**src/ltc_consts.svh**
```systemverilog
`ifndef LTC_CONSTS_SVH
`define LTC_CONSTS_SVH

// register byte addresses
`define LTC_OFS_CONTROL 12'h180
`define LTC_OFS_POWER 12'h184
`define LTC_OFS_HDISP 12'h188
`define LTC_OFS_VDISP 12'h18c
`define LTC_OFS_HSYNC 12'h190
`define LTC_OFS_VSYNC 12'h194
`define LTC_OFS_HINIT 12'h198
`define LTC_OFS_VINIT 12'h19c
`define LTC_OFS_STATUS 12'h200

// writable bits; everything else reads back as zero
`define LTC_MASK_CONTROL 32'h8f7f_fdff
`define LTC_MASK_POWER 32'h0000_00ff
`define LTC_MASK_HPAIR 32'h07ff_07ff
`define LTC_MASK_VPAIR 32'h03ff_03ff
`define LTC_MASK_HINIT 32'h0000_07ff
`define LTC_MASK_VINIT 32'h0000_03ff

`define LTC_RST_CONTROL 32'h0000_0000
`define LTC_RST_POWER 32'h0000_0000
`define LTC_RST_TIMING 32'h0000_0000
`define LTC_RST_INIT 32'h0000_0000

// control field positions
`define LTC_CTL_EN_BIT 0
`define LTC_CTL_HRST_BIT 1
`define LTC_CTL_VRST_BIT 2
`define LTC_CTL_WIN_BIT 3
`define LTC_CTL_DEPTH_LSB 4
`define LTC_CTL_CUR_BIT 8
`define LTC_CTL_BUF_LSB 10
`define LTC_CTL_XDEC_BIT 12
`define LTC_CTL_LINEY_BIT 13
`define LTC_CTL_HDBL_BIT 14
`define LTC_CTL_VDBL_BIT 15
`define LTC_CTL_ROOT_LSB 16
`define LTC_CTL_POLY_BIT 19
`define LTC_CTL_FD_LSB 20
`define LTC_CTL_SD_LSB 24
`define LTC_CTL_HRTFT_BIT 31

// power sequencing field positions
`define LTC_PWR_UP_LSB 0
`define LTC_PWR_FASTUP_BIT 3
`define LTC_PWR_DN_LSB 4
`define LTC_PWR_FASTDN_BIT 7

// start / end field pairs of the sync registers; total / active end in HDISP and VDISP
`define LTC_LO_LSB 0
`define LTC_HI_LSB 16

// frame counts of the interval codes 0..7
`define LTC_FRAMES_C0 7'h01
`define LTC_FRAMES_C1 7'h02
`define LTC_FRAMES_C2 7'h04
`define LTC_FRAMES_C3 7'h08
`define LTC_FRAMES_C4 7'h10
`define LTC_FRAMES_C5 7'h20
`define LTC_FRAMES_C6 7'h30
`define LTC_FRAMES_C7 7'h40

`endif

```
**src/ltc_pkg.sv**
```systemverilog
`default_nettype none
package ltc_pkg;

  typedef enum logic [5:0] {
    PWR_OFF    = 6'b000001,
    PWR_UP_SUP = 6'b000010,
    PWR_UP_CTL = 6'b000100,
    PWR_ON     = 6'b001000,
    PWR_DN_CTL = 6'b010000,
    PWR_DN_SUP = 6'b100000
  } ltc_pwr_t;

  typedef struct packed {
    logic [4:0] acc;
    logic [3:0] cnt;
    logic tick;
  } ltc_div_state_t;

  typedef struct packed {
    logic [31:0] control;
    logic [31:0] power;
    logic [31:0] hdisp;
    logic [31:0] vdisp;
    logic [31:0] hsync;
    logic [31:0] vsync;
    logic [31:0] hinit;
    logic [31:0] vinit;
    logic [31:0] rdata;
    ltc_pwr_t pwr;
    logic [6:0] wait_cnt;
    logic ge_pending;
    logic ge_alt;
    logic buf_alt;
    logic h_odd;
    logic v_odd;
    logic [1:0] sub;
    logic h_sync;
    logic v_sync;
    logic active;
    logic win_show;
    logic cur_show;
    logic pix_fetch;
    logic line_fetch;
    logic src_adv;
    logic lclk;
    logic lclk2;
    logic sup_en;
    logic ctl_en;
    logic bias_en;
    logic sig_en;
  } ltc_state_t;

endpackage
`default_nettype wire

```
**src/ltc_counter.sv**
```systemverilog
`timescale 1ns/1ps
`default_nettype none
module ltc_counter #(
  parameter int W = 11
) (
  input wire logic core_clk_i,
  input wire logic sys_rst_i,
  input wire logic load_i,
  input wire logic [W-1:0] init_i,
  input wire logic adv_i,
  input wire logic [W-1:0] last_i,
  output logic [W-1:0] count_o,
  output logic wrap_o
);
  import ltc_pkg::*;

  typedef struct packed {
    logic [W-1:0] count;
  } ltc_cnt_state_t;

  ltc_cnt_state_t st_reg, st_next;

  if (W < 2 || W > 16) begin : g_bad_width
    $error("ltc_counter width out of range");
  end

  always_comb begin
    st_next = st_reg;
    // >= so a total shortened under a running count still wraps
    wrap_o = adv_i && !load_i && (st_reg.count >= last_i);
    if (load_i) begin
      st_next.count = init_i;
    end else if (wrap_o) begin
      st_next.count = '0;
    end else if (adv_i) begin
      st_next.count = st_reg.count + W'(1);
    end
  end

  always_ff @(posedge core_clk_i) begin
    if (sys_rst_i) begin
      st_reg <= '0;
    end else begin
      st_reg <= st_next;
    end
  end

  assign count_o = st_reg.count;

endmodule
`default_nettype wire

```
**src/ltc_clk_div.sv**
```systemverilog
`timescale 1ns/1ps
`default_nettype none
module ltc_clk_div (
  input wire logic core_clk_i,
  input wire logic sys_rst_i,
  input wire logic root_tick_i,
  input wire logic [2:0] first_code_i,
  input wire logic [3:0] second_div_i,
  output logic master_tick_o
);
  import ltc_pkg::*;

  ltc_div_state_t st_reg, st_next;
  logic [4:0] limit;
  logic [4:0] sum;
  logic stage1;

  // first stage counts in half ticks, so n.5 divisors need no second edge
  always_comb begin
    limit = {1'b0, first_code_i, 1'b1};
    if (first_code_i == 3'h0 || first_code_i == 3'h7) begin
      limit = 5'h02;
    end
    sum = st_reg.acc + 5'h02;
    stage1 = root_tick_i && (sum >= limit);
    st_next = st_reg;
    st_next.tick = 1'b0;
    if (second_div_i == 4'h0) begin
      st_next.acc = 5'h00;
      st_next.cnt = 4'h0;
    end else begin
      if (root_tick_i) begin
        st_next.acc = stage1 ? sum - limit : sum;
      end
      if (stage1) begin
        if (st_reg.cnt + 4'h1 >= second_div_i) begin
          st_next.cnt = 4'h0;
          st_next.tick = 1'b1;
        end else begin
          st_next.cnt = st_reg.cnt + 4'h1;
        end
      end
    end
  end

  always_ff @(posedge core_clk_i) begin
    if (sys_rst_i) begin
      st_reg <= '0;
    end else begin
      st_reg <= st_next;
    end
  end

  assign master_tick_o = st_reg.tick;
endmodule
`default_nettype wire

```
**src/ltc_top.sv**
```systemverilog
`include "ltc_consts.svh"
`timescale 1ns/1ps
`default_nettype none
module ltc_top (
  input wire logic core_clk_i,
  input wire logic sys_rst_i,
  input wire logic [11:0] reg_addr_i,
  input wire logic [31:0] reg_wdata_i,
  input wire logic reg_wr_i,
  input wire logic reg_rd_i,
  output logic [31:0] reg_rdata_o,
  input wire logic bus_clk_tick_i,
  input wire logic alt1_clk_tick_i,
  input wire logic alt2_clk_tick_i,
  input wire logic pm_force_alt_i,
  input wire logic ge_cmd_done_i,
  input wire logic ge_select_alt_i,
  output logic master_tick_o,
  output logic [10:0] h_count_o,
  output logic [9:0] v_count_o,
  output logic display_active_o,
  output logic window_show_o,
  output logic cursor_show_o,
  output logic h_sync_o,
  output logic v_sync_o,
  output logic line_clock_out_o,
  output logic secondary_line_clock_out_o,
  output logic panel_supply_enable_o,
  output logic panel_control_enable_o,
  output logic panel_bias_enable_o,
  output logic panel_signals_enable_o,
  output logic buffer_alt_o,
  output logic [2:0] color_bpp_o,
  output logic palette_bypass_o,
  output logic mono_o,
  output logic depth_reserved_o,
  output logic x_decrement_o,
  output logic line_along_y_o,
  output logic h_double_o,
  output logic v_double_o,
  output logic pixel_fetch_o,
  output logic line_fetch_o,
  output logic src_line_adv_o,
  output logic [1:0] subline_color_o
);
  import ltc_pkg::*;

  ltc_state_t st_reg, st_next;
  logic run;
  logic ctl_on;
  logic root_tick;
  logic pix_tick;
  logic h_wrap;
  logic v_wrap;
  logic [10:0] h_cnt;
  logic [9:0] v_cnt;
  logic [10:0] h_last;
  logic [9:0] v_last;
  logic h_act;
  logic v_act;
  logic disp_act;
  logic hs;
  logic vs;
  logic win_on;
  logic sub_last;
  logic [3:0] depth;
  logic [1:0] buf_sel;
  logic [6:0] up_target;
  logic [6:0] dn_target;

  function automatic logic [6:0] frames_of(input logic [2:0] code);
    case (code)
      3'h0: frames_of = `LTC_FRAMES_C0;
      3'h1: frames_of = `LTC_FRAMES_C1;
      3'h2: frames_of = `LTC_FRAMES_C2;
      3'h3: frames_of = `LTC_FRAMES_C3;
      3'h4: frames_of = `LTC_FRAMES_C4;
      3'h5: frames_of = `LTC_FRAMES_C5;
      3'h6: frames_of = `LTC_FRAMES_C6;
      default: frames_of = `LTC_FRAMES_C7;
    endcase
  endfunction

  // timing keeps running through power-down so its frame counts can finish
  assign ctl_on = st_reg.control[`LTC_CTL_EN_BIT];
  assign run = ctl_on || (st_reg.pwr != PWR_OFF);
  assign depth = st_reg.control[`LTC_CTL_DEPTH_LSB +: 4];
  assign buf_sel = st_reg.control[`LTC_CTL_BUF_LSB +: 2];

  always_comb begin
    case (st_reg.control[`LTC_CTL_ROOT_LSB +: 2])
      2'b00: root_tick = bus_clk_tick_i;
      2'b01: root_tick = alt1_clk_tick_i;
      default: root_tick = alt2_clk_tick_i;
    endcase
  end

  ltc_clk_div u_div (
    .core_clk_i(core_clk_i),
    .sys_rst_i(sys_rst_i),
    .root_tick_i(root_tick),
    .first_code_i(st_reg.control[`LTC_CTL_FD_LSB +: 3]),
    .second_div_i(run ? st_reg.control[`LTC_CTL_SD_LSB +: 4] : 4'h0),
    .master_tick_o(pix_tick)
  );

  // counts run 0..total+1 horizontally and 0..total vertically
  assign h_last = st_reg.hdisp[`LTC_LO_LSB +: 11] + 11'h001;
  assign v_last = st_reg.vdisp[`LTC_LO_LSB +: 10];

  ltc_counter #(.W(11)) u_hcnt (
    .core_clk_i(core_clk_i),
    .sys_rst_i(sys_rst_i),
    .load_i(!run || st_reg.control[`LTC_CTL_HRST_BIT]),
    .init_i(run ? st_reg.hinit[10:0] : 11'h000),
    .adv_i(pix_tick),
    .last_i(h_last),
    .count_o(h_cnt),
    .wrap_o(h_wrap)
  );

  ltc_counter #(.W(10)) u_vcnt (
    .core_clk_i(core_clk_i),
    .sys_rst_i(sys_rst_i),
    .load_i(!run || st_reg.control[`LTC_CTL_VRST_BIT]),
    .init_i(run ? st_reg.vinit[9:0] : 10'h000),
    .adv_i(h_wrap),
    .last_i(v_last),
    .count_o(v_cnt),
    .wrap_o(v_wrap)
  );

  assign h_act = h_cnt < st_reg.hdisp[`LTC_HI_LSB +: 11];
  assign v_act = v_cnt <= st_reg.vdisp[`LTC_HI_LSB +: 10];
  assign disp_act = h_act && v_act;
  assign hs = (h_cnt >= st_reg.hsync[`LTC_LO_LSB +: 11])
    && (h_cnt < st_reg.hsync[`LTC_HI_LSB +: 11]);
  assign vs = (v_cnt >= st_reg.vsync[`LTC_LO_LSB +: 10])
    && (v_cnt < st_reg.vsync[`LTC_HI_LSB +: 10]);
  assign win_on = ctl_on && st_reg.control[`LTC_CTL_WIN_BIT];
  assign sub_last = !st_reg.control[`LTC_CTL_POLY_BIT] || (st_reg.sub == 2'h2);
  assign up_target = frames_of(st_reg.power[`LTC_PWR_UP_LSB +: 3]) + 7'h01;
  assign dn_target = frames_of(st_reg.power[`LTC_PWR_DN_LSB +: 3]) + 7'h01;

  always_comb begin
    st_next = st_reg;
    if (reg_wr_i) begin
      case (reg_addr_i)
        `LTC_OFS_CONTROL: st_next.control = reg_wdata_i & `LTC_MASK_CONTROL;
        `LTC_OFS_POWER: st_next.power = reg_wdata_i & `LTC_MASK_POWER;
        `LTC_OFS_HDISP: st_next.hdisp = reg_wdata_i & `LTC_MASK_HPAIR;
        `LTC_OFS_VDISP: st_next.vdisp = reg_wdata_i & `LTC_MASK_VPAIR;
        `LTC_OFS_HSYNC: st_next.hsync = reg_wdata_i & `LTC_MASK_HPAIR;
        `LTC_OFS_VSYNC: st_next.vsync = reg_wdata_i & `LTC_MASK_VPAIR;
        `LTC_OFS_HINIT: st_next.hinit = reg_wdata_i & `LTC_MASK_HINIT;
        `LTC_OFS_VINIT: st_next.vinit = reg_wdata_i & `LTC_MASK_VINIT;
        default: ;
      endcase
    end
    st_next.rdata = 32'h0000_0000;
    if (reg_rd_i) begin
      case (reg_addr_i)
        `LTC_OFS_CONTROL: st_next.rdata = st_reg.control;
        `LTC_OFS_POWER: st_next.rdata = st_reg.power;
        `LTC_OFS_HDISP: st_next.rdata = st_reg.hdisp;
        `LTC_OFS_VDISP: st_next.rdata = st_reg.vdisp;
        `LTC_OFS_HSYNC: st_next.rdata = st_reg.hsync;
        `LTC_OFS_VSYNC: st_next.rdata = st_reg.vsync;
        `LTC_OFS_HINIT: st_next.rdata = st_reg.hinit;
        `LTC_OFS_VINIT: st_next.rdata = st_reg.vinit;
        `LTC_OFS_STATUS: st_next.rdata = {st_reg.pwr, v_cnt, 5'h00, h_cnt};
        default: st_next.rdata = 32'h0000_0000;
      endcase
    end

    // panel power sequencing, intervals counted in frame wraps
    if (v_wrap && st_reg.wait_cnt != 7'h7f) begin
      st_next.wait_cnt = st_reg.wait_cnt + 7'h01;
    end
    case (st_reg.pwr)
      PWR_OFF: begin
        if (ctl_on) begin
          st_next.pwr = st_reg.power[`LTC_PWR_FASTUP_BIT] ? PWR_ON : PWR_UP_SUP;
          st_next.wait_cnt = 7'h00;
        end
      end
      PWR_UP_SUP: begin
        if (!ctl_on) begin
          st_next.pwr = PWR_DN_SUP;
          st_next.wait_cnt = 7'h00;
        end else if (st_reg.wait_cnt >= up_target) begin
          st_next.pwr = PWR_UP_CTL;
          st_next.wait_cnt = 7'h00;
        end
      end
      PWR_UP_CTL: begin
        if (!ctl_on) begin
          st_next.pwr = PWR_DN_CTL;
          st_next.wait_cnt = 7'h00;
        end else if (st_reg.wait_cnt >= up_target) begin
          st_next.pwr = PWR_ON;
        end
      end
      PWR_ON: begin
        if (!ctl_on) begin
          st_next.pwr = PWR_DN_CTL;
          st_next.wait_cnt = 7'h00;
        end
      end
      PWR_DN_CTL: begin
        if (st_reg.wait_cnt >= dn_target) begin
          st_next.pwr = PWR_DN_SUP;
          st_next.wait_cnt = 7'h00;
        end
      end
      PWR_DN_SUP: begin
        if (st_reg.wait_cnt >= dn_target) begin
          st_next.pwr = PWR_OFF;
        end
      end
      default: st_next.pwr = PWR_OFF;
    endcase
    if (!ctl_on && st_reg.power[`LTC_PWR_FASTDN_BIT]) begin
      st_next.pwr = PWR_OFF;
    end
    st_next.sup_en = st_next.pwr != PWR_OFF;
    st_next.ctl_en = (st_next.pwr == PWR_UP_CTL) || (st_next.pwr == PWR_ON)
      || (st_next.pwr == PWR_DN_CTL);
    st_next.sig_en = st_next.ctl_en;
    st_next.bias_en = st_next.pwr == PWR_ON;

    // engine request takes effect at the next frame start only
    if (ge_cmd_done_i) begin
      st_next.ge_pending = ge_select_alt_i;
    end
    if (v_wrap) begin
      st_next.ge_alt = ge_cmd_done_i ? ge_select_alt_i : st_reg.ge_pending;
    end
    st_next.buf_alt = win_on && (pm_force_alt_i || buf_sel == 2'b10
      || (buf_sel == 2'b01 && st_reg.ge_alt));

    st_next.active = st_reg.sig_en && disp_act;
    st_next.win_show = st_reg.sig_en && win_on && disp_act;
    st_next.cur_show = st_reg.sig_en && ctl_on && st_reg.control[`LTC_CTL_CUR_BIT]
      && disp_act;
    st_next.h_sync = st_reg.sig_en && hs;
    st_next.v_sync = st_reg.sig_en && vs;
    st_next.lclk = st_reg.sig_en
      && (st_reg.control[`LTC_CTL_HRTFT_BIT] ? v_act : hs);
    st_next.lclk2 = st_reg.sig_en
      && (st_reg.control[`LTC_CTL_HRTFT_BIT] ? vs : hs);

    // horizontal doubling fetches every second active pixel
    st_next.pix_fetch = pix_tick && st_reg.win_show && disp_act && win_on
      && (!st_reg.control[`LTC_CTL_HDBL_BIT] || !st_reg.h_odd);
    if (pix_tick) begin
      if (h_wrap) begin
        st_next.h_odd = 1'b0;
      end else if (disp_act) begin
        st_next.h_odd = !st_reg.h_odd;
      end
    end

    st_next.line_fetch = h_wrap && win_on;
    st_next.src_adv = 1'b0;
    if (h_wrap) begin
      if (v_wrap) begin
        st_next.sub = 2'h0;
        st_next.v_odd = 1'b0;
        st_next.src_adv = 1'b1;
      end else begin
        st_next.sub = sub_last ? 2'h0 : st_reg.sub + 2'h1;
        if (sub_last) begin
          if (st_reg.control[`LTC_CTL_VDBL_BIT]) begin
            st_next.v_odd = !st_reg.v_odd;
            st_next.src_adv = st_reg.v_odd;
          end else begin
            st_next.v_odd = 1'b0;
            st_next.src_adv = 1'b1;
          end
        end
      end
    end
  end

  always_ff @(posedge core_clk_i) begin
    if (sys_rst_i) begin
      st_reg <= '0;
      st_reg.control <= `LTC_RST_CONTROL;
      st_reg.power <= `LTC_RST_POWER;
      st_reg.hdisp <= `LTC_RST_TIMING;
      st_reg.vdisp <= `LTC_RST_TIMING;
      st_reg.hsync <= `LTC_RST_TIMING;
      st_reg.vsync <= `LTC_RST_TIMING;
      st_reg.hinit <= `LTC_RST_INIT;
      st_reg.vinit <= `LTC_RST_INIT;
      st_reg.pwr <= PWR_OFF;
    end else begin
      st_reg <= st_next;
    end
  end

  assign reg_rdata_o = st_reg.rdata;
  assign master_tick_o = pix_tick;
  assign h_count_o = h_cnt;
  assign v_count_o = v_cnt;
  assign display_active_o = st_reg.active;
  assign window_show_o = st_reg.win_show;
  assign cursor_show_o = st_reg.cur_show;
  assign h_sync_o = st_reg.h_sync;
  assign v_sync_o = st_reg.v_sync;
  assign line_clock_out_o = st_reg.lclk;
  assign secondary_line_clock_out_o = st_reg.lclk2;
  assign panel_supply_enable_o = st_reg.sup_en;
  assign panel_control_enable_o = st_reg.ctl_en;
  assign panel_bias_enable_o = st_reg.bias_en;
  assign panel_signals_enable_o = st_reg.sig_en;
  assign buffer_alt_o = st_reg.buf_alt;
  // reserved depth codes still report a width; depth_reserved_o flags them
  assign color_bpp_o = (depth == 4'hc) ? 3'h4 : {1'b0, depth[1:0]};
  assign palette_bypass_o = depth[3];
  assign mono_o = depth[3] && !depth[2];
  assign depth_reserved_o = depth[2] && (!depth[3] || (depth[1:0] != 2'b00));
  assign x_decrement_o = st_reg.control[`LTC_CTL_XDEC_BIT];
  assign line_along_y_o = st_reg.control[`LTC_CTL_LINEY_BIT];
  assign h_double_o = st_reg.control[`LTC_CTL_HDBL_BIT];
  assign v_double_o = st_reg.control[`LTC_CTL_VDBL_BIT];
  assign pixel_fetch_o = st_reg.pix_fetch;
  assign line_fetch_o = st_reg.line_fetch;
  assign src_line_adv_o = st_reg.src_adv;
  assign subline_color_o = st_reg.sub;
endmodule
`default_nettype wire

```
**config.mk**
```make
export PLATFORM = sky130hd
export DESIGN_NAME = ltc_top
export DESIGN_NICKNAME = d
export VERILOG_FILES = /design/src/ltc_pkg.sv /design/src/ltc_counter.sv /design/src/ltc_clk_div.sv /design/src/ltc_top.sv
export VERILOG_INCLUDE_DIRS = /design/src /design/src/src
export SDC_FILE = /design/constraint.sdc
export NUM_CORES = 1
export LEC_CHECK = 0
export BUFFER_PORTS_ARGS = -buffer_cell sky130_fd_sc_hd__buf_2
export CAP_MARGIN = 20
export CORE_MARGIN = 1.5
export CORE_UTILIZATION = 49
export CTS_BUF_LIST = sky130_fd_sc_hd__clkbuf_2
export DETAILED_ROUTE_END_ITERATION = 8
export PLACE_DENSITY = 0.68
export SLEW_MARGIN = 15
export SYNTH_ARGS = -nofsm -noshare
export SYNTH_HDL_FRONTEND = slang
export SYNTH_SLANG_ARGS = --single-unit
```
**constraint.sdc**
```tcl
create_clock -name core_clk_i -period 4.7 [get_ports core_clk_i]
set_input_delay 0.94 -clock core_clk_i [delete_from_list [all_inputs] [get_ports core_clk_i]]
set_output_delay 0.94 -clock core_clk_i [all_outputs]
set_load 0.005 [all_outputs]
```
Word-level counts from Yosys, hierarchy flattened
Cells that the tools add are included.
{"block": "op_classes", "n_addsub": 10, "magnitude_cmp": 12, "n_eq_ne": 39, "n_mux": 44, "bitwise": 3, "n_reduce_logical": 75}
{"op": "$pmux 32 s9", "n": 1}
{"op": "$pmux 7 s7", "n": 2}
{"op": "$eq 12x9->1 const B", "n": 8}
{"op": "$mux 13", "n": 5}
{"op": "$mux 11", "n": 4}
{"op": "$mux 10", "n": 4}
{"op": "$pmux 6 s6", "n": 1}
{"op": "$pmux 7 s5", "n": 1}
{"op": "$logic_and 1x1->1", "n": 30}
{"op": "$mux 6", "n": 4}
{"op": "$add 11x1->11 const B", "n": 2}
{"op": "$ge 11x11->1", "n": 2}
{"op": "$lt 11x11->1", "n": 2}
{"op": "$add 7x1->7 const B", "n": 3}
{"op": "$eq 3x3->1 const B", "n": 7}
{"op": "$ge 10x10->1", "n": 2}
{"op": "$reduce_and 2->1", "n": 10}
{"op": "$mux 4", "n": 4}
{"op": "$ge 7x7->1", "n": 2}
{"op": "$mux 7", "n": 2}
{"op": "$eq 12x10->1 const B", "n": 1}
{"op": "$eq 3x2->1 const B", "n": 4}
{"op": "$eq 6x3->1 const B", "n": 2}
{"op": "$eq 6x4->1 const B", "n": 2}
{"op": "34 further kinds", "n": 78}
{"block": "word_totals", "regBits": 236, "in_bits": 54, "output_inout_bits": 81, "word_cells": 218}

Depth between registers and ports, before layout
Gate-level depths: netlist of the first run.
{"block": "logic_depth", "depth_word": 18, "depth_mapped": 13, "mapped_depth_nobuf": 11}

Cells and area by module
Synthesis of the first run repeated with hierarchy kept, for this count alone.
{"block": "unflattened", "cells_unflattened": 1691, "area_unflattened_um2": 13629.3}
{"module": "ltc_top", "n_inst": 1, "cells_per_inst": 1350, "area_each_um2": 10851.7, "seq_area_each_um2": 4103.9}
{"module": "ltc_counter at u_hcnt", "n_inst": 1, "cells_per_inst": 126, "area_each_um2": 1009.7, "seq_area_each_um2": 220.2}
{"module": "ltc_counter at u_vcnt", "n_inst": 1, "cells_per_inst": 111, "area_each_um2": 902.1, "seq_area_each_um2": 200.2}
{"module": "ltc_clk_div", "n_inst": 1, "cells_per_inst": 104, "area_each_um2": 865.8, "seq_area_each_um2": 200.2}

Worst setup path after synthesis of the first run
Ideal clock, no wire load.
{"block": "synth_path", "path_kind": "flip-flop to flip-flop", "start": "register st_reg[226] in the netlist's numbering", "end": "register st_reg[24] in the netlist's numbering", "setup_time_ps": 115, "arrival_ps": 2534, "t_required_ps": 4585, "path_slack_ps": 2051, "path_stages_with_launch": 13, "n_path_buf": 2, "period_less_slack_ps": 2649, "path_cell_list": "dfxtp_1 -> ha_1 -> nand3_1 -> xor2_1 -> ha_1 -> and3_1 -> a221oi_1 -> o21a_1 -> o21a_1 -> buf_2 -> buf_2 -> nor3_1 -> o21ba_2"}
{"block": "synth_between", "elab_chain_cells": 10, "word_cells_on_any_way": 14, "classes_between": "add/sub (1); order compare (1); mux (8); reduce/logical (4)"}
{"item": "start, declared", "line": "ltc_top.sv:48", "rtl": "ltc_state_t st_reg, st_next;"}
{"item": "start signal, assigned", "line": "ltc_top.sv:299", "rtl": "st_reg <= st_next;"}
{"item": "$add 11x1->11 (*)", "line": "ltc_top.sv:108", "rtl": "assign h_last = st_reg.hdisp[`LTC_LO_LSB +: 11] + 11'h001;"}
{"item": "$ge 11x11->1 (*)", "line": "ltc_counter.sv:30", "rtl": "wrap_o = adv_i && !load_i && (st_reg.count >= last_i);"}
{"item": "$logic_and 1x1->1 (*) (3 in a row)", "line": "ltc_counter.sv:30"}
{"item": "$logic_and 1x1->1 (*)", "line": "ltc_top.sv:177", "rtl": "if (v_wrap && st_reg.wait_cnt != 7'h7f) begin"}
{"item": "$mux 7 (*)", "line": "ltc_top.sv:177"}
{"item": "$mux 13", "line": "ltc_top.sv:191", "rtl": "end else if (st_reg.wait_cnt >= up_target) begin"}
{"item": "$mux 13", "line": "ltc_top.sv:188", "rtl": "if (!ctl_on) begin"}
{"item": "$pmux 7 s5 (*)", "line": "ltc_top.sv:180", "rtl": "case (st_reg.pwr)"}
Every way passes the cells marked *; elsewhere a longest branch is shown, timed or not.
A chain may end at the register's enable or synchronous reset.

Worst setup path in the final report of the first run
{"block": "layout_path", "start": "register st_reg[226] in the netlist's numbering", "end": "register u_vcnt.st_reg, in the netlist u_vcnt.count_o[3]"}
{"block": "layout_between", "elab_chain_cells": 7, "word_cells_on_any_way": 8, "classes_between": "add/sub (1); order compare (1); mux (2); reduce/logical (4)"}
{"item": "$add 11x1->11 (*)", "line": "ltc_top.sv:108"}
{"item": "$ge 11x11->1 (*)", "line": "ltc_counter.sv:30"}
{"item": "$logic_and 1x1->1 (*)", "line": "ltc_counter.sv:30"}
{"item": "$logic_and 1x1->1 (2 in a row)", "line": "ltc_counter.sv:30"}
{"item": "$mux 10", "line": "ltc_counter.sv:33", "rtl": "end else if (wrap_o) begin"}
{"item": "$mux 10", "line": "ltc_counter.sv:31", "rtl": "if (load_i) begin"}
{"item": "end signal, assigned", "line": "ltc_counter.sv:44", "rtl": "st_reg <= st_next;"}
{"item": "end, declared", "line": "ltc_counter.sv:21", "rtl": "ltc_cnt_state_t st_reg, st_next;"}
Marks and branches as above.

==> results of run 1 <==
-- stage by stage --
stage	hold slack (ns)	setup slack [ns]	power, mW	util (%)
global route	0.244	1.00	3.78	54.5
floorplan	0.432	2.05	2.09	-
finish	0.332	1.24	3.63	54.5
detailed placement	0.431	1.08	2.15	52.4
global placement	0.430	1.11	2.15	52.4
CTS	0.260	1.24	3.65	54.5
-- worst min-delay path by stage --
| stage | end | slack (ns) | depth (start not counted) |
|---|---|---|---|
| after floorplan | pixel_fetch_o | 0.43 | 2 |
| after global placement | pixel_fetch_o | 0.43 | 2 |
| after detailed placement | pixel_fetch_o | 0.43 | 2 |
| after CTS | buf_sel[1] | 0.26 | 3 |
| after global routing | buf_sel[1] | 0.24 | 3 |
| final | buf_sel[1] | 0.33 | 3 |
-- final cells by class --
cell class                 count  area (um^2)  share of cell area [%]
multi-input combinational   1227         7830                    52.8
sequential                   236         4720                    31.9
timing repair buffer         152          816                    5.50
tap                          372          465                    3.14
clock buffer                  92          460                    3.11
inverter                     105          394                    2.66
clock inverter                17          124                   0.836
antenna                        2         5.00                  0.0338
-- cell families after synthesis --
group	after synthesis	synth area share, %
simple gates	590	20.3
compound gates	461	22.0
buf+inv	243	8.17
flops	236	34.6
fa+ha+maj	112	10.3
mux	42	3.23
xor+xnor	22	1.41
-- worst max-delay path: stages (launching register included) --
cell and delay [ns]:
dfxtp_1 0.46, ha_1 0.25, nand3_1 0.16, xor2_1 0.19, ha_1 0.29, and3_1 0.20, a221oi_1 0.39, o21a_1 0.22
o21a_1 0.70, nor2_1 0.20, a311oi_1 0.26
-- power breakdown --
| group | total, mW | switching [mW] | internal (mW) |
|---|---|---|---|
| Sequential | 2.00 | 0.000302 | 2.00 |
| Clock | 1.52 | 0.890 | 0.633 |
| Combinational | 0.111 | 0.0859 | 0.0250 |
-- cell usage after synthesis, drive strengths merged (5+ instances only) --
library cell	number	area, um^2
o2111ai	8	70.1
o31ai	9	67.6
nor2b	12	75.1
nand3b	6	45.0
inv	103	387
clkbuf	71	267
ha	111	1390
nor3	29	166
a22oi	45	338
and2	16	100
xor2	13	114
nor2	80	300
a21oi	206	1030
a31o	6	52.6
nand2b	14	87.6
a311oi	6	52.6
nand2	308	1160
and3	19	119
a32o	9	90.1
nand3	44	220
a222oi	13	130
dfxtp	236	4720
nor4	7	71.3
a221oi	8	70.1
o21ai	39	199
a21o	13	97.6
a41oi	9	78.8
mux2	16	180
or4	5	38.8
xnor2	9	78.8
buf	67	455
a22o	7	61.3
or3	12	85.1
a211o	6	52.6
o211ai	14	105
a211oi	18	135
o22ai	11	82.6
nand4	18	113
o21a	12	90.1
mux2i	26	260
-- per-layer routing --
metal	GRT usage [%]	vias to the layer above
met5	0	-
met4	17.0	2
met3	6.63	156
met2	51.4	716
met1	40.1	6212
li1	-	6234
==> qor.yml, run 1 <==
placement:
  gp_congestion: 0.938
  hpwlAfterDp_um: 32700
  dp_cells: 2092
  port_buffers: 131
  placed_cell_area_mm2: 0.0142
timing:
  finalSetupViolations: 0
  fmax_mhz: 289
  hold_viol_final: 0
  finalSetupTns_ns: 0
  skew_ns: 0.0406
  period_needed_ns: 3.46
  fin_crit_sh_pct: 73.6
  final_max_slew_viol_count: 0
  worst_slew_pin_slew_ns: 1.04
  maxSlewHeadroom_pct: 29.9
  rsz0062_at_grt: "no"
synthesis:
  synth_cell_types: 77
  avgSynthCellArea_um2: 8.00
  yosysWarnings: 0
  ys.flop_type: "dfxtp_1"
  synth_nets: 1872
  ys_seq_elements: 236
  netlist_instances: 1706
  syn_area_mm2: 0.0137
  synth_edf_count: 0
  ys_seq_area_share_pct: 34.6
  async_flop_share_pct: 0
cts:
  cts-hold-fix-buffers: 0
  post_cts_buffers: 0
  cts_tree: "built"
  clk_pin_slew_worst_paths_ns: 0.11
  ctsLongestPathBuffers: 3
  cts_made_buffers: 67
  htreeDepth: 3
  clockRootBuffer: "clkbuf_2"
  cts_resized: 0
  cts.sinks: 236
  insertion_delay_ns: 0.86
global_routing:
  grt_max_degree: 63
  grt_use_total_pct: 31.9
  grt_antenna_before_repair: 3
  grt_pass1_vias: 12494
  grt-ovfl-total: 0
  grt_pass1_wl_um: 70100
route:
  first_pass_iters: 6
  wl_met2_um: 20900
  vias: 13320
  wl_met1_um: 18600
  ant_nets: 0
  wl_met3_um: 4230
  routed_via_density: 6.05
  first_iter_violations: 1394
  wire_per_inst_um: 20.9
  totalWireLength_um: 46100
  dr.max_layer_used: "met5"
  drc: 0
job:
  cap_violations: 0
min_path:
  hp-start: "reg_wdata_i[11]"
  min_path_type: "in2reg"
setup_path:
  path_class: "reg2reg"
  r2r_cells: 10
  worst-endpoint-required_ns: 5.44
  cp-endpoint: "u_vcnt.count_o[3]"
  rrSetupSlack_ns: 1.24
  rr_startpoint: "st_reg[226]"
  critPathLaunch: "st_reg[226]"
  r2r_end: "u_vcnt.count_o[3]"
  crit_fanout: 20
  worst_ep_arrival_time_ns: 4.20
  worstSetupEndpointType: "flip-flop"
  critPathLaunchType: "flip-flop"
floorplan:
  die_h_um: 170
  std_cell_rows: 60
  ios: 135
  start_util_pct: 50.2
  die_area_mm2: 0.0289
  core_mm2: 0.0272
  die_w_um: 170
status:
  status: "finished, final reports clean"
layout:
  fin_nets: 1955
  drive_gt1_share_pct: 16.3
  largest_reg_flops: 146
  final_cell_mix: "nand2_1, dfxtp_1, a21oi_1"
  final_cells: 2203
  mostFrequentLayoutCell: "nand2_1"
  area_growth_pct: 8.53
  fillers: 2709
  design_area_mm2: 0.0148
power:
  power_density_mw_per_mm2: 245
  ir_drop_uv: 160
  p_leak_nw: 5.75
Note: power is estimated with default switching activity, not from simulation.
==> run 2, diff against run 1 <==
--- a/config.mk
+++ b/config.mk
@@ -6,13 +6,14 @@
 export SDC_FILE = /design/constraint.sdc
 export NUM_CORES = 1
 export LEC_CHECK = 0
+export ABC_AREA = 1
 export BUFFER_PORTS_ARGS = -buffer_cell sky130_fd_sc_hd__buf_2
 export CAP_MARGIN = 20
 export CORE_MARGIN = 1.5
 export CORE_UTILIZATION = 49
 export CTS_BUF_LIST = sky130_fd_sc_hd__clkbuf_2
 export DETAILED_ROUTE_END_ITERATION = 8
-export PLACE_DENSITY = 0.68
+export PLACE_DENSITY = 0.71
 export SLEW_MARGIN = 15
 export SYNTH_ARGS = -nofsm -noshare
 export SYNTH_HDL_FRONTEND = slang
==> constraint.sdc (replaced) <==
create_clock -name core_clk_i -period 2.8 [get_ports core_clk_i]
set_input_delay 0.56 -clock core_clk_i [delete_from_list [all_inputs] [get_ports core_clk_i]]
set_output_delay 0.56 -clock core_clk_i [all_outputs]
set_load 0.005 [all_outputs]
==> run 2 against run 1 <==
  * The flow now finishes with violations (DRC, setup timing)
  * Sequential share of layout area is 1.3 points lower
  * Area after synthesis down 4.3%
  * Register-to-register slack got worse by 1.4 ns
  * Sequential power is 68% higher
  * Clock skew grew 0.0057 ns
  * Routed wire length down 4.9%
  * Largest cell class unchanged
  * Largest power group unchanged
==> qor.yml, run 2 <==
layout:
  fin_util_pct: 59.1
  mostFrequentLayoutCell: "inv_1"
  area_growth_pct: 18.2
  design_area_mm2: 0.0154
  largest_reg_flops: 146
  drive_gt1_share_pct: 19.3
  final_cell_mix: "inv_1, dfxtp_1, nand2_1"
  fin_nets: 2190
route:
  wire_per_inst_um: 18.2
  vias: 13412
  first_iter_violations: 1323
  ant_nets: 0
  first_pass_iters: 9
  routed_via_density: 5.58
  drc: 10
  totalWireLength_um: 43800
synthesis:
  yosysWarnings: 0
  yosys.area.top_type: "dfxtp_1"
  ys.flop_type: "dfxtp_1"
  synth.most_common_cell: "inv_1"
  synthTopCellsByArea: "dfxtp_1, ha_1, a21oi_1"
  ys_seq_elements: 236
  syn_area_mm2: 0.0131
  synthDominantCellAreaShare_pct: 36.2
  synth_commonest_cells: "inv_1, dfxtp_1, nand2_1, a21oi_1, o21ai_0"
  ys_seq_area_share_pct: 36.2
  avgSynthCellArea_um2: 7.23
  synth_edf_count: 0
  async_flop_share_pct: 0
  netlist_instances: 1807
  synth_cell_types: 44
  synth_nets: 1973
timing:
  rsz0062_at_grt: "yes"
  skew_ns: 0.0463
  finalSetupViolations: 34
  worst_slew_pin_slew_ns: 0.834
  fin_crit_sh_pct: 107
  final_max_slew_viol_count: 0
  setup_ws_ns: -0.197
  maxSlewHeadroom_pct: 44.2
  whs_ns: 0.0644
  fmax_mhz: 334
  period_needed_ns: 3.00
  hold_viol_final: 0
power:
  ir_drop_uv: 237
  power_density_mw_per_mm2: 382
  p_leak_nw: 6.79
status:
  violations: "DRC, setup timing"
  status: "complete, but fails checks"
floorplan:
  die_area_mm2: 0.0277
  die_h_um: 166
  std_cell_rows: 59
  start_util_pct: 50.0
  core_mm2: 0.0261
  ios: 135
  die_w_um: 166
global_routing:
  grt-ovfl-total: 0
  grt_antenna_before_repair: 1
  grt_use_total_pct: 31.1
  grt_pass1_wl_um: 67200
  grt_pass1_vias: 12636
  grt_max_degree: 60
setup_path:
  worstSetupEndpointType: "flip-flop"
  worst_ep_arrival_time_ns: 3.80
  rrSetupSlack_ns: -0.20
  path_class: "reg2reg"
  critPathLaunchType: "flip-flop"
  crit_fanout: 8
  worst-endpoint-required_ns: 3.60
cts:
  cts_made_buffers: 61
  insertion_delay_ns: 0.90
  cts.sinks: 236
  htreeDepth: 2
  clockRootBuffer: "clkbuf_2"
  clk_pin_slew_worst_paths_ns: 0.11
  cts_tree: "built"
  ctsLongestPathBuffers: 3
job:
  cap_violations: 0
min_path:
  min_path_type: "in2reg"
placement:
  port_buffers: 131
  hpwlAfterDp_um: 32700
  placed_cell_area_mm2: 0.0143
  gp_congestion: 0.984
  pre_cts_ws_ns: -0.378
run 2: logic make-up (layout without fill, tap and decap cells):
| logic type | after synthesis | after routing | synth area share, % |
|---|---|---|---|
| AOI/OAI and AO/OA | 494 | 494 | 20.5 |
| xor gates and xnor gates | 30 | 30 | 2.01 |
| adders and majority gates | 112 | 112 | 10.8 |
| buffers and inverters | 361 | 622 | 11.5 |
| DFF | 236 | 236 | 36.2 |
| muxes | 1 | 1 | 0.0766 |
| other | 0 | 1 | 0 |
| and+or+nand+nor | 573 | 573 | 19.0 |
run 2: path summary, 6_finish.rpt:
| path | startpoint | end | depth (start not counted) |
|---|---|---|---|
| min | reg_wdata_i[9] | st_reg[203] | 3 |
| min reg2reg | line_along_y_o | reg_rdata_o[13] | 2 |
| max reg2reg | st_reg[229] | u_vcnt.count_o[5] | 19 |
| max | st_reg[229] | u_vcnt.count_o[5] | 19 |
run 2: power breakdown:
part / switching, mW / internal [mW]
sequential: 0.00301 / 3.36
combinational: 0.176 / 0.0955
clock: 1.46 / 0.817
total: 1.64 / 4.27
run 2: critical path, cell delays in order (launching register included):
cell        delay (ns)
dfxtp_2           0.35
inv_2             0.05
nor4_4            0.32
nand3_2           0.17
nor2_4            0.13
nand3_2           0.07
xor2_1            0.15
ha_1              0.32
nand2_2           0.10
inv_1             0.06
a21oi_2           0.14
nand2_1           0.08
nor2_2            0.16
nand2_4           0.11
buf_6             0.14
nand2_4           0.08
nand2_4           0.07
clkinvlp_4        0.19
a21oi_2           0.05
a21oi_1           0.16
run 2: final cells by class:
cell class              count  area, um^2
well taps                 335         419
fillers                  2509       10700
clock buffers              84         420
repair buffers            252        1710
diodes                      1        2.50
inverters                 263         996
clock inverters            23        93.8
flip-flops and latches    236        4730
multi-input cells        1210        7070
run 2: metrics by stage:
stage,setup TNS (ns),power [mW],cells
2_1_floorplan,0,3.55,1807
3_3_place_gp,-5.45,3.67,2263
3_5_place_dp,-9.81,3.67,2263
4_1_cts,-1.46,5.94,2398
5_1_grt,-9.57,6.14,2404
6_report,-3.80,5.91,2404
run 2: repair_timing:
action,CTS,global route
buffers inserted,4,4
pin swaps,15,21
gates resized for setup,50,32
setup endpoints to repair,35,38
hold endpoints to repair,34,1
hold buffers,24,1
run 2: per-layer routing:
metal | vias to the layer above | GRT usage [%] | share of wire, %
li1 | 6515 | - | -
met1 | 6167 | 39.1 | 41
met2 | 604 | 51.2 | 45
met3 | 126 | 4.41 | 8.3
met4 | 0 | 17.6 | 5.1
met5 | - | 0 | 0
